File: src/hw/fpgp_defs.vh
// constants for the five-pin general-purpose port: offsets, field layout,
// reset values and field encodings; included by every design file of the port
`ifndef FPGP_DEFS_VH
`define FPGP_DEFS_VH

`define FPGP_PINS 5
`define FPGP_ADDR_W 12

// register byte offsets
`define FPGP_OFF_MODE 12'h000
`define FPGP_OFF_PULL 12'h004
`define FPGP_OFF_IBUF 12'h008
`define FPGP_OFF_INPUT 12'h010
`define FPGP_OFF_OUTPUT 12'h014
`define FPGP_OFF_LOCK 12'h018
`define FPGP_OFF_ALT 12'h030
`define FPGP_OFF_BCTL_BASE 12'h100
`define FPGP_BCTL_STRIDE 12'h004

// field layout
`define FPGP_FIELD2_W 10
`define FPGP_ALT_W 20
`define FPGP_ALT_FIELD_W 4
`define FPGP_INV_LSB 16
`define FPGP_INV_MSB 20
`define FPGP_BCTL_BIT 0

// reset values
`define FPGP_RST_FIELD2 10'h000
`define FPGP_RST_PINS 5'h00
`define FPGP_RST_ALT 20'h00000
`define FPGP_RST_WORD 32'h00000000
`define FPGP_RST_SCHMITT 5'h1F

// mode field
`define FPGP_MODE_INPUT 2'h0
`define FPGP_MODE_PUSH 2'h1
`define FPGP_MODE_DRAIN 2'h2
// pull field
`define FPGP_PULL_FLOAT 2'h0
`define FPGP_PULL_DOWN 2'h1
`define FPGP_PULL_UP 2'h2
// input-buffer field: upper bit set disables the input
`define FPGP_IBUF_OFF_BIT 1
// alternate field: zero keeps the pin under port control
`define FPGP_ALT_GPIO 4'h0

`endif

File: src/hw/fpgp_pin_cell.v
// per-pin pad control: turns one pin's configuration fields into drive,
// enable, pull and input-buffer controls; purely combinational
// assumes the caller registers the results before they reach the pad
`timescale 1ns/100ps
`default_nettype none
`include "fpgp_defs.vh"

module fpgp_pin_cell (
    input wire [1:0] i_mode,
    input wire [1:0] i_pull,
    input wire [1:0] i_ibuf,
    input wire [3:0] i_alt_sel,
    input wire i_out_bit,
    input wire i_alt_out,
    input wire i_alt_oe,
    output reg o_pad_out,
    output reg o_pad_oe,
    output reg o_pull_up,
    output reg o_pull_down,
    output reg o_schmitt,
    output reg o_input_mode
);

    reg alt_active;
    reg analog;
    reg pulls_ok;

    always @* begin
        alt_active = (i_alt_sel != `FPGP_ALT_GPIO);
        analog = (i_mode == `FPGP_MODE_INPUT) && (i_pull == `FPGP_PULL_FLOAT)
            && i_ibuf[`FPGP_IBUF_OFF_BIT];
        o_pad_out = 1'b0;
        o_pad_oe = 1'b0;
        pulls_ok = 1'b0;
        o_input_mode = 1'b0;
        o_schmitt = ~i_ibuf[`FPGP_IBUF_OFF_BIT];
        if (alt_active) begin
            // peripheral owns value and direction; pulls stay software's
            pulls_ok = 1'b1;
            case (i_mode)
                `FPGP_MODE_DRAIN: begin
                    o_pad_oe = i_alt_oe & i_alt_out;
                end
                `FPGP_MODE_PUSH,
                `FPGP_MODE_INPUT: begin
                    o_pad_out = i_alt_out;
                    o_pad_oe = i_alt_oe;
                end
                default: begin
                    o_pad_oe = 1'b0;
                end
            endcase
        end else begin
            case (i_mode)
                `FPGP_MODE_INPUT: begin
                    o_input_mode = 1'b1;
                    pulls_ok = ~analog;
                end
                `FPGP_MODE_PUSH: begin
                    o_pad_out = i_out_bit;
                    o_pad_oe = 1'b1;
                end
                `FPGP_MODE_DRAIN: begin
                    o_pad_oe = i_out_bit;
                end
                default: begin
                    o_pad_oe = 1'b0;
                end
            endcase
        end
        if (analog && !alt_active) begin
            o_schmitt = 1'b0;
        end
        // reserved pull code 11 enables neither resistor
        o_pull_up = pulls_ok && (i_pull == `FPGP_PULL_UP);
        o_pull_down = pulls_ok && (i_pull == `FPGP_PULL_DOWN);
    end

endmodule
`default_nettype wire

File: src/hw/fpgp_port.v
// five-pin general-purpose port: register file, input sampling and
// registered pad controls for five pins
// assumes a single 40 MHz clock, a simple strobe register port and
// pad pins that arrive asynchronously
//
// Contract
// - two-bit mode per pin: 00 input, 01 push-pull, 10 open-drain, 11 reserved.
// - mode fields packed two bits per pin, pin n at bits 2n+1:2n.
// - two-bit pull per pin: 00 floating, 01 pull-down, 10 pull-up.
// - input-buffer field 00 enables Schmitt input; upper bit set forces input zero.
// - input data captured from pin every clock in every digital mode.
// - input mode: driver off, pulls follow the pull field.
// - push-pull: pin driven to the output data bit.
// - open-drain: output bit 1 pulls low, 0 leaves pin floating.
// - push-pull, open-drain and analog modes disable both pulls.
// - digital modes use a Schmitt-trigger input path.
// - alternate mode takes output value from the peripheral.
// - alternate mode: peripheral sets direction, pulls stay software controlled.
// - analog (00,00,1x): driver and Schmitt off, input bit reads zero.
// - each pin can raise an external interrupt while in input mode.
// - invert bit at 16+n makes input bit report the inverted pin level.
// - input bits at bit n are read-only.
// - output lock bit set blocks writes to that output bit.
// - per-pin bit-control register: bit 0 sets or clears output bit.
`timescale 1ns/100ps
`default_nettype none
`include "fpgp_defs.vh"

module fpgp_port (
    input wire i_clk,
    input wire i_reset,
    input wire [11:0] i_addr,
    input wire [31:0] i_wdata,
    input wire i_wr,
    input wire i_rd,
    output reg [31:0] o_rdata,
    input wire [4:0] i_pin_in,
    output reg [4:0] o_pin_out,
    output reg [4:0] o_pin_oe,
    output reg [4:0] o_pull_up_en,
    output reg [4:0] o_pull_down_en,
    output reg [4:0] o_schmitt_en,
    input wire [4:0] i_alt_out,
    input wire [4:0] i_alt_oe,
    output reg [4:0] o_alt_in,
    output reg [4:0] o_ext_int_src
);

    // software state
    reg [9:0] pin_mode_config;
    reg [9:0] pin_pull_config;
    reg [9:0] pin_input_buffer_config;
    reg [4:0] pin_input_invert;
    reg [4:0] pin_input_value;
    reg [4:0] pin_output_value;
    reg [4:0] pin_output_write_lock;
    reg [19:0] pin_alternate_select;

    // pin synchroniser; stage one feeds stage two only
    reg [4:0] pin_sync_a;
    reg [4:0] pin_sync_b;

    reg [4:0] next_output_value;
    reg [31:0] next_rdata;
    reg [4:0] bctl_hit;

    wire [4:0] cell_out;
    wire [4:0] cell_oe;
    wire [4:0] cell_pu;
    wire [4:0] cell_pd;
    wire [4:0] cell_st;
    wire [4:0] cell_in_mode;
    wire [4:0] ibuf_off;

    // one-hot for the pin addressed by a bit-control word, zero if none
    function [4:0] bctl_decode;
        input [11:0] addr;
        reg [11:0] rel;
        begin
            bctl_decode = 5'h00;
            rel = addr - `FPGP_OFF_BCTL_BASE;
            if (addr >= `FPGP_OFF_BCTL_BASE && rel[1:0] == 2'h0 && rel[11:2] < 10'd5) begin
                bctl_decode = 5'h01 << rel[4:2];
            end
        end
    endfunction

    // pick the odd bits of a packed two-bit field vector
    function [4:0] upper_bits;
        input [9:0] field;
        integer k;
        begin
            upper_bits = 5'h00;
            for (k = 0; k < `FPGP_PINS; k = k + 1) begin
                upper_bits[k] = field[2 * k + 1];
            end
        end
    endfunction

    assign ibuf_off = upper_bits(pin_input_buffer_config);

    genvar n;
    generate
        for (n = 0; n < `FPGP_PINS; n = n + 1) begin : g_pin
            fpgp_pin_cell u_cell (
                .i_mode(pin_mode_config[2 * n + 1:2 * n]),
                .i_pull(pin_pull_config[2 * n + 1:2 * n]),
                .i_ibuf(pin_input_buffer_config[2 * n + 1:2 * n]),
                .i_alt_sel(pin_alternate_select[4 * n + 3:4 * n]),
                .i_out_bit(pin_output_value[n]),
                .i_alt_out(i_alt_out[n]),
                .i_alt_oe(i_alt_oe[n]),
                .o_pad_out(cell_out[n]),
                .o_pad_oe(cell_oe[n]),
                .o_pull_up(cell_pu[n]),
                .o_pull_down(cell_pd[n]),
                .o_schmitt(cell_st[n]),
                .o_input_mode(cell_in_mode[n])
            );
        end
    endgenerate

    always @* begin
        bctl_hit = bctl_decode(i_addr);
    end

    // output data: register word and bit-control words both honour the lock
    always @* begin
        next_output_value = pin_output_value;
        if (i_wr && i_addr == `FPGP_OFF_OUTPUT) begin
            next_output_value = (pin_output_value & pin_output_write_lock)
                | (i_wdata[4:0] & ~pin_output_write_lock);
        end else if (i_wr && bctl_hit != 5'h00) begin
            if (i_wdata[`FPGP_BCTL_BIT]) begin
                next_output_value = pin_output_value | (bctl_hit & ~pin_output_write_lock);
            end else begin
                next_output_value = pin_output_value & ~(bctl_hit & ~pin_output_write_lock);
            end
        end
    end

    // configuration writes; only documented bits are stored
    always @(posedge i_clk) begin
        if (i_reset) begin
            pin_mode_config <= `FPGP_RST_FIELD2;
            pin_pull_config <= `FPGP_RST_FIELD2;
            pin_input_buffer_config <= `FPGP_RST_FIELD2;
            pin_input_invert <= `FPGP_RST_PINS;
            pin_output_value <= `FPGP_RST_PINS;
            pin_output_write_lock <= `FPGP_RST_PINS;
            pin_alternate_select <= `FPGP_RST_ALT;
        end else begin
            pin_output_value <= next_output_value;
            if (i_wr) begin
                case (i_addr)
                    `FPGP_OFF_MODE: begin
                        pin_mode_config <= i_wdata[9:0];
                    end
                    `FPGP_OFF_PULL: begin
                        pin_pull_config <= i_wdata[9:0];
                    end
                    `FPGP_OFF_IBUF: begin
                        pin_input_buffer_config <= i_wdata[9:0];
                    end
                    `FPGP_OFF_INPUT: begin
                        // input bits themselves ignore the write
                        pin_input_invert <= i_wdata[`FPGP_INV_MSB:`FPGP_INV_LSB];
                    end
                    `FPGP_OFF_LOCK: begin
                        pin_output_write_lock <= i_wdata[4:0];
                    end
                    `FPGP_OFF_ALT: begin
                        pin_alternate_select <= i_wdata[19:0];
                    end
                    default: begin
                        pin_output_write_lock <= pin_output_write_lock;
                    end
                endcase
            end
        end
    end

    // pin sampling: two flops, then the input value register every cycle
    always @(posedge i_clk) begin
        if (i_reset) begin
            pin_sync_a <= `FPGP_RST_PINS;
            pin_sync_b <= `FPGP_RST_PINS;
            pin_input_value <= `FPGP_RST_PINS;
        end else begin
            pin_sync_a <= i_pin_in;
            pin_sync_b <= pin_sync_a;
            // a disabled buffer reads zero whatever the inversion says
            pin_input_value <= (pin_sync_b ^ pin_input_invert) & ~ibuf_off;
        end
    end

    // read mux; the answer stands for the one cycle after the strobe
    always @* begin
        next_rdata = `FPGP_RST_WORD;
        if (i_rd) begin
            case (i_addr)
                `FPGP_OFF_MODE: begin
                    next_rdata[9:0] = pin_mode_config;
                end
                `FPGP_OFF_PULL: begin
                    next_rdata[9:0] = pin_pull_config;
                end
                `FPGP_OFF_IBUF: begin
                    next_rdata[9:0] = pin_input_buffer_config;
                end
                `FPGP_OFF_INPUT: begin
                    next_rdata[4:0] = pin_input_value;
                    next_rdata[`FPGP_INV_MSB:`FPGP_INV_LSB] = pin_input_invert;
                end
                `FPGP_OFF_OUTPUT: begin
                    next_rdata[4:0] = pin_output_value;
                end
                `FPGP_OFF_LOCK: begin
                    next_rdata[4:0] = pin_output_write_lock;
                end
                `FPGP_OFF_ALT: begin
                    next_rdata[19:0] = pin_alternate_select;
                end
                default: begin
                    // bit-control words read back their pin's output bit
                    next_rdata[0] = |(bctl_hit & pin_output_value);
                end
            endcase
        end
    end

    // pad controls registered so every output comes from a flop;
    // this costs one cycle from register write to pin
    always @(posedge i_clk) begin
        if (i_reset) begin
            o_rdata <= `FPGP_RST_WORD;
            o_pin_out <= `FPGP_RST_PINS;
            o_pin_oe <= `FPGP_RST_PINS;
            o_pull_up_en <= `FPGP_RST_PINS;
            o_pull_down_en <= `FPGP_RST_PINS;
            o_schmitt_en <= `FPGP_RST_SCHMITT;
            o_alt_in <= `FPGP_RST_PINS;
            o_ext_int_src <= `FPGP_RST_PINS;
        end else begin
            o_rdata <= next_rdata;
            o_pin_out <= cell_out;
            o_pin_oe <= cell_oe;
            o_pull_up_en <= cell_pu;
            o_pull_down_en <= cell_pd;
            o_schmitt_en <= cell_st;
            // peripherals see the true pin level, gated by the input buffer
            o_alt_in <= pin_sync_b & ~ibuf_off;
            // interrupt source only while the pin is a plain input
            o_ext_int_src <= pin_input_value & cell_in_mode;
        end
    end

endmodule
`default_nettype wire

File: config.mk
export PLATFORM = sky130hd
export DESIGN_NAME = fpgp_port
export DESIGN_NICKNAME = d
export VERILOG_FILES = /design/src/hw/fpgp_pin_cell.v /design/src/hw/fpgp_port.v
export VERILOG_INCLUDE_DIRS = /design/src /design/src/hw
export SDC_FILE = /design/constraint.sdc
export NUM_CORES = 1
export LEC_CHECK = 0
export BUFFER_PORTS_ARGS = -buffer_cell sky130_fd_sc_hd__buf_4
export CELL_PAD_IN_SITES_DETAIL_PLACEMENT = 1
export CELL_PAD_IN_SITES_GLOBAL_PLACEMENT = 1
export CORE_MARGIN = 5
export CORE_UTILIZATION = 41
export DETAILED_ROUTE_END_ITERATION = 8
export PLACE_DENSITY_LB_ADDON = 0.1
export SYNTH_ARGS = -nofsm -noshare
export SYNTH_HDL_FRONTEND = slang
export SYNTH_SLANG_ARGS = --single-unit
File: constraint.sdc
create_clock -name i_clk -period 2.6 [get_ports i_clk]
set_input_delay 0.39 -clock i_clk [delete_from_list [all_inputs] [get_ports i_clk]]
set_output_delay 0.39 -clock i_clk [all_outputs]
set_load 0.02 [all_outputs]
==> run_results.csv, run 1 <==
group,metric,value,unit
layout,most-common-layout-cells,"136 x dfxtp_1, 128 x buf_4, 111 x nand2_1",
layout,nFillCells,1650,
status,status,"finished, final reports clean",
sta,rsz0062_at_grt,"false",
setup_path,regToRegSetupSlack,1.11,ns
power,swShare,23.08,%
placed_design,io_buffers,107,
yosys,yosys.area.top_type,"dfxtp_1",
yosys,synth_cells,661,
floorplan,rows,44,
clocking,htree_levels,4,
setup_path,critPathTopFamily,"simple AND/OR/NAND/NOR gates",
setup_path,slowest_stage,"or4_1",
layout,utilization,52.66,%
grt,grt_usage,23.70,%
yosys,yosysSeqAreaShare,45.79,%
clocking,cts_inserted_buffers,17,
floorplan,pin_count,130,
setup_path,crit_type,"input pin to flip-flop",
yosys,synth_area_leaders,"dfxtp_1 46%, nand2_1 7.0%, a21oi_1 6.7%",
route,wirelength,19.87,mm
setup_path,path_buf_inv,3,
setup_path,end_kind,"flip-flop",
layout,diodes,0,
layout,syn2layout_area_growth,27.25,%
clocking,cts_hold_buffers,0,
grt,grt_max_degree,99,
setup_path,path_cells,"buf_4 -> or4_1 -> buf_4 -> nor4_2 -> buf_12 -> nand2_1 -> a21oi_1",
setup_path,cp.required,2.93,ns
setup_path,crit_fanout,20,
yosys,synth_area_per_cell,8.995,µm²
grt,grt_pass1_vias,5643,
placed_design,gp_congestion,0.8569,
min_path,hp-start,"i_reset",
power,p_leak,2.960,nW
route,drt_pass1_iterations,4,
yosys,yosysUniqueCellTypes,54,
min_path,holdCritPathClass,"input pin to flip-flop",
yosys,yosysWarnings,0,
setup_path,max_stage_delay,0.68,ns
sta,period_needed,1.965,ns
yosys,synth-edff-count,0,
sta,fmax,0.5090,GHz
layout,regArea,2723,µm²
route,wl_per_cell,20.42,µm
floorplan,dieArea,17010,µm²
setup_path,path_depth,7,
sta,setup_viol,0,
setup_path,crit_top_cell,"buf_4",
clocking,cts-root-buf,"clkbuf_16",
clocking,cts_tree,"built",
power,pwr_density_cell,629.5,nW/µm²
sta,post-route-period-util,75.57,%
clocking,cts_resized,0,
clocking,clock_path_buffers,2,
setup_path,r2r-end,"o_pin_oe[4]",
clocking,path_clk_slew,0.06,ns
sta,worstMarginPinSlew,1.061,ns
sta,relSlewSlack,29.29,%
yosys,synth_ff_type,"dfxtp_1",
clocking,clock_latency,0.42,ns
floorplan,start_util,41.38,%
power,cellInternalPower,3.663,mW
layout,final_common_cell,"dfxtp_1",
placed_design,hpwl,13.98,mm
power,power_frac_comb,5.5,%
sta,slew_viol_final,0,
clocking,cts.sinks,136,
floorplan,die_x,130.4,µm
layout,multi_input_area,2993,µm²
route,drt_iter0_drc,307,
sta,skew,0.005787,ns
yosys,syn_area,5946,µm²
route,via_per_inst,5.494,
min_path,holdPathEnd,"pin_output_write_lock[3]",
floorplan,die_h,130.4,µm
power,p_seq_share,44.2,%
setup_path,setup.worst_path.start_class,"input pin",
layout,nNetsFinal,859,
grt,antenna_found_initial,0,
floorplan,coreArea,14370,µm²
yosys,synth_seq_cells,136,
route,vias,5346,
clocking,postCtsSetupBuffers,0,
power,clkPwrFrac,50.3,%
sta,tns,0,ns
min_path,hold_depth,2,
flow_run,max-cap-violations,0,
yosys,synthArstFlopShare,0,%
layout,drive_gt1_share,22.31,%
route,antenna_left,0,
power,ir_drop,0.4405,mV
power,p_switching,1.099,mW
setup_path,reg2reg_depth,6,
grt,grt_pass1_wl,30.76,mm
grt,grt_overflow_total,0,
sta,hold_slack,0.1848,ns
yosys,synth_top_area_share,45.79,%
setup_path,r2r-start,"pin_mode_config[8]",
setup_path,critPathArrivalTime,2.29,ns
sta,hold_violations,0,
route,drc,0,
-- worst max-delay path by stage --
stage,slack [ns],endpoint,start
after detailed placement,0.27,pin_alternate_select[5],i_addr[9]
after CTS,0.65,pin_alternate_select[18],i_addr[9]
after global placement,0.25,o_rdata[0],i_addr[9]
after floorplan,0.60,pin_alternate_select[0],i_addr[9]
after global routing,0.61,pin_alternate_select[18],i_addr[9]
final,0.64,pin_alternate_select[18],i_addr[9]
-- power by group through the flow --
stage	Combinational (mW)	Sequential (mW)	Clock, mW
after global placement	0.256	2.15	0
after CTS	0.262	2.10	2.44
final	0.262	2.10	2.40
after global routing	0.282	2.10	2.54
after detailed placement	0.261	2.15	0
after floorplan	0.145	2.15	0
-- synth_stat cells (all sizes together), types with 2 or more instances --
| library cell | n |
|---|---|
| nor3 | 15 |
| or4bb | 2 |
| xnor2 | 7 |
| nand3b | 6 |
| or3b | 2 |
| o21ai | 9 |
| nor2b | 12 |
| inv | 15 |
| and2 | 8 |
| o2bb2ai | 8 |
| or2 | 5 |
| nor4b | 7 |
| a22oi | 9 |
| a211oi | 8 |
| nor3b | 18 |
| dfxtp | 136 |
| ha | 20 |
| buf | 20 |
| nor4 | 17 |
| or3 | 2 |
| nand3 | 8 |
| a22o | 5 |
| clkbuf | 23 |
| o22ai | 2 |
| or4 | 8 |
| nand2b | 5 |
| nand4 | 5 |
| nor2 | 35 |
| a311oi | 3 |
| o2111ai | 2 |
| mux2i | 29 |
| nand2 | 111 |
| or4b | 3 |
| o211ai | 6 |
| a21oi | 80 |
-- cell type report --
class | count | share of cell area [%]
Clock buffer | 22 | 6.135
Inverter | 15 | 0.7442
Multi-Input combinational cell | 477 | 39.56
Timing Repair Buffer | 129 | 12.97
Sequential cell | 136 | 35.98
Tap cell | 184 | 3.043
Clock inverter | 10 | 1.571
-- worst register-to-register path, delay by kind of cell, from the launching register on --
kind / cells / cell delay, ns
AOI/OAI and AO/OA: 2 / 0.36
adders and majority gates: 1 / 0.26
buffers and inverters: 1 / 0.12
DFF: 1 / 0.45
and+or+nand+nor: 2 / 0.15
-- cells by family (layout without fill, tap and decap cells) --
group | after synthesis | after routing | share of synthesized area [%]
compound gates | 138 | 138 | 14.16
xor+xnor | 7 | 7 | 1.031
fa+ha+maj | 20 | 20 | 4.209
buf+inv | 58 | 176 | 4.609
flops | 136 | 136 | 45.79
mux | 29 | 29 | 4.882
other cells | 1 | 11 | 0.06307
simple gates | 272 | 272 | 25.25
-- routing by layer --
metal | vias to the layer above | GRT usage (%) | routed length, µm
met5 | - | 0 | 0
met4 | 0 | 7.441 | 327
met3 | 26 | 4.593 | 905
met2 | 158 | 40.40 | 9925
met1 | 2612 | 30.41 | 8714
li1 | 2550 | - | -
-- flip-flops by register name, summed over array words and instances, names as in the netlist, named ones only --
signal,cells
o_rdata,21
pin_alternate_select,20
pin_input_buffer_config,10
pin_mode_config,10
pin_pull_config,10
o_alt_in,5
o_ext_int_src,5
o_pin_oe,5
o_pin_out,5
o_pull_down_en,5
o_pull_up_en,5
o_schmitt_en,5
pin_input_invert,5
pin_input_value,5
pin_output_write_lock,5
pin_sync_a,5
pin_sync_b,5
-- metrics by stage --
step | total power [mW] | worst slack, ns | cell area [µm²] | instances
after floorplan | 2.295 | 0.5958 | 5983 | 671
after global placement | 2.404 | 0.2456 | 6983 | 941
after detailed placement | 2.410 | 0.2694 | 6983 | 941
after CTS | 4.806 | 0.6476 | 7566 | 973
after global routing | 4.927 | 0.6096 | 7566 | 973
final | 4.763 | 0.6352 | 7566 | 973
Note: power is estimated with default switching activity, not from simulation.
==> inputs of run 2 (changes only) <==
- CORE_UTILIZATION: 41 -> 37
- clock period: 2.6 -> 1.7 ns (I/O delays scaled with it)
==> run_results.csv, run 2 (synthesized netlist as in run 1, its figures left out) <==
group,metric,value,unit
route,drc,0,
min_path,holdCritPathClass,"input pin to flip-flop",
power,p_switching,1.708,mW
route,drt_iter0_drc,212,
floorplan,die_x,136.8,µm
layout,largest_reg_flops,21,
layout,drive_gt1_share,27.93,%
power,clkPwrFrac,50.0,%
sta,fmax,0.6157,GHz
clocking,cts.sinks,136,
floorplan,coreArea,15830,µm²
sta,post-route-period-util,95.54,%
route,vias,5577,
status,status,"finished, final reports clean",
layout,nFillCells,1843,
min_path,hold_depth,2,
placed_design,hpwl,15.45,mm
sta,rsz0062_at_grt,"false",
setup_path,reg2reg_depth,3,
clocking,cts_hold_buffers,0,
sta,hold_violations,0,
clocking,htree_levels,4,
route,via_per_inst,5.256,
layout,design_area,8134,µm²
power,p_seq_share,43.4,%
clocking,path_clk_slew,0.06,ns
setup_path,crit_fanout,20,
grt,grt_usage,22.63,%
route,wl_per_cell,19.61,µm
setup_path,crit_start,"i_addr[9]",
flow_run,max-cap-violations,0,
clocking,cts-root-buf,"clkbuf_16",
layout,top_regs,"o_rdata x21, pin_alternate_select x20",
sta,setup_viol,0,
grt,antenna_found_initial,0,
power,p_leak,3.273,nW
sta,skew,0.01388,ns
setup_path,end_kind,"flip-flop",
grt,grt_overflow_total,0,
layout,syn2layout_area_growth,36.81,%
layout,final_common_cell,"buf_4",
placed_design,io_buffers,107,
placed_design,gp_congestion,0.8565,
clocking,cts_tree,"built",
clocking,postCtsSetupBuffers,0,
power,power_frac_comb,6.7,%
min_path,hp-start,"i_pin_in[2]",
power,ir_drop,0.6813,mV
floorplan,dieArea,18700,µm²
layout,nNetsFinal,915,
power,pwr_density_cell,912.2,nW/µm²
setup_path,crit_top_cell,"buf_4",
grt,grt_pass1_wl,32.12,mm
sta,period_needed,1.624,ns
clocking,cts_inserted_buffers,17,
layout,most-common-layout-cells,"178 x buf_4, 136 x dfxtp_1, 111 x nand2_1",
route,wirelength,20.81,mm
route,drt_pass1_iterations,5,
setup_path,path_cells,"buf_4 -> or4_4 -> buf_4 -> nor4_2 -> buf_12 -> nand2_1 -> a21oi_1",
setup_path,max_stage_delay,0.57,ns
sta,relSlewSlack,66.90,%
setup_path,critPathArrivalTime,1.97,ns
sta,tns,0,ns
setup_path,r2r-start,"pin_alternate_select[8]",
layout,top_register,"o_rdata",
layout,diodes,0,
placed_design,placed_area,7532,µm²
power,swShare,23.02,%
setup_path,cp.required,2.04,ns
grt,grt_pass1_vias,5884,
floorplan,rows,46,
setup_path,crit_type,"input pin to flip-flop",
sta,worstMarginPinSlew,0.4919,ns
grt,grt_max_degree,98,
setup_path,setup.worst_path.start_class,"input pin",
sta,slew_viol_final,0,
floorplan,start_util,37.57,%
route,antenna_left,0,
clocking,clock_path_buffers,2,
setup_path,slowest_stage,"or4_4",
power,cellInternalPower,5.712,mW
floorplan,die_h,136.8,µm
clocking,clock_latency,0.42,ns
floorplan,pin_count,130,
power,p_total,7.420,mW
run 2: critical path: cells and delay by family:
kind	cells	cell delay [ns]
buffers and inverters	3	0.52
AND/OR/NAND/NOR	3	1.01
AO/OA/AOI/OAI	1	0.16
run 2: stage by stage:
step / setup WS, ns / std cells / utilization (%) / hold WS, ns
after detailed placement: -0.3819 / 1029 / 47.59 / 0.4258
after global placement: -0.3584 / 1029 / 47.59 / 0.4180
final: 0.07579 / 1061 / 51.39 / 0.04078
after global routing: 0.02216 / 1061 / 51.39 / 0.04711
after CTS: 0.05137 / 1061 / 51.34 / 0.02635
after floorplan: -0.1163 / 671 / - / 0.3832
run 2: cell type report:
class	count	area (µm²)	share of cell area, %
clock buffers	22	474.2	5.830
clock inverters	10	118.9	1.461
inverters	15	56.30	0.6922
multi-input cells	477	3015	37.07
flip-flops and latches	136	2723	33.47
well taps	216	270.3	3.323
repair buffers	185	1476	18.15
run 2: worst paths after layout:
check                                           endpoint  slack (ns)
worst max-delay path            pin_alternate_select[17]        0.08
worst min-delay path                       pin_sync_a[2]        0.04
worst max register to register         o_pull_down_en[2]        0.21
worst min register to register             pin_sync_b[0]        0.44
run 2: power groups by stage:
stage / combinational (mW) / clock [mW] / sequential, mW
after floorplan: 0.224 / 0 / 3.29
after global placement: 0.481 / 0 / 3.29
after detailed placement: 0.489 / 0 / 3.29
after CTS: 0.493 / 3.77 / 3.22
after global routing: 0.527 / 3.91 / 3.22
final: 0.494 / 3.71 / 3.22
run 2: metal layers:
metal,track usage (%),wire length (µm)
met5,0,0
met4,7.167,308
met3,4.926,1188
met2,38.39,10150
met1,28.63,9153
run 2: repair_timing:
action | 4_1_cts | 5_1_grt
endpoints found under the hold margin | 0 | 0
endpoints found under the setup margin | 0 | 1
resized for setup | 0 | 1
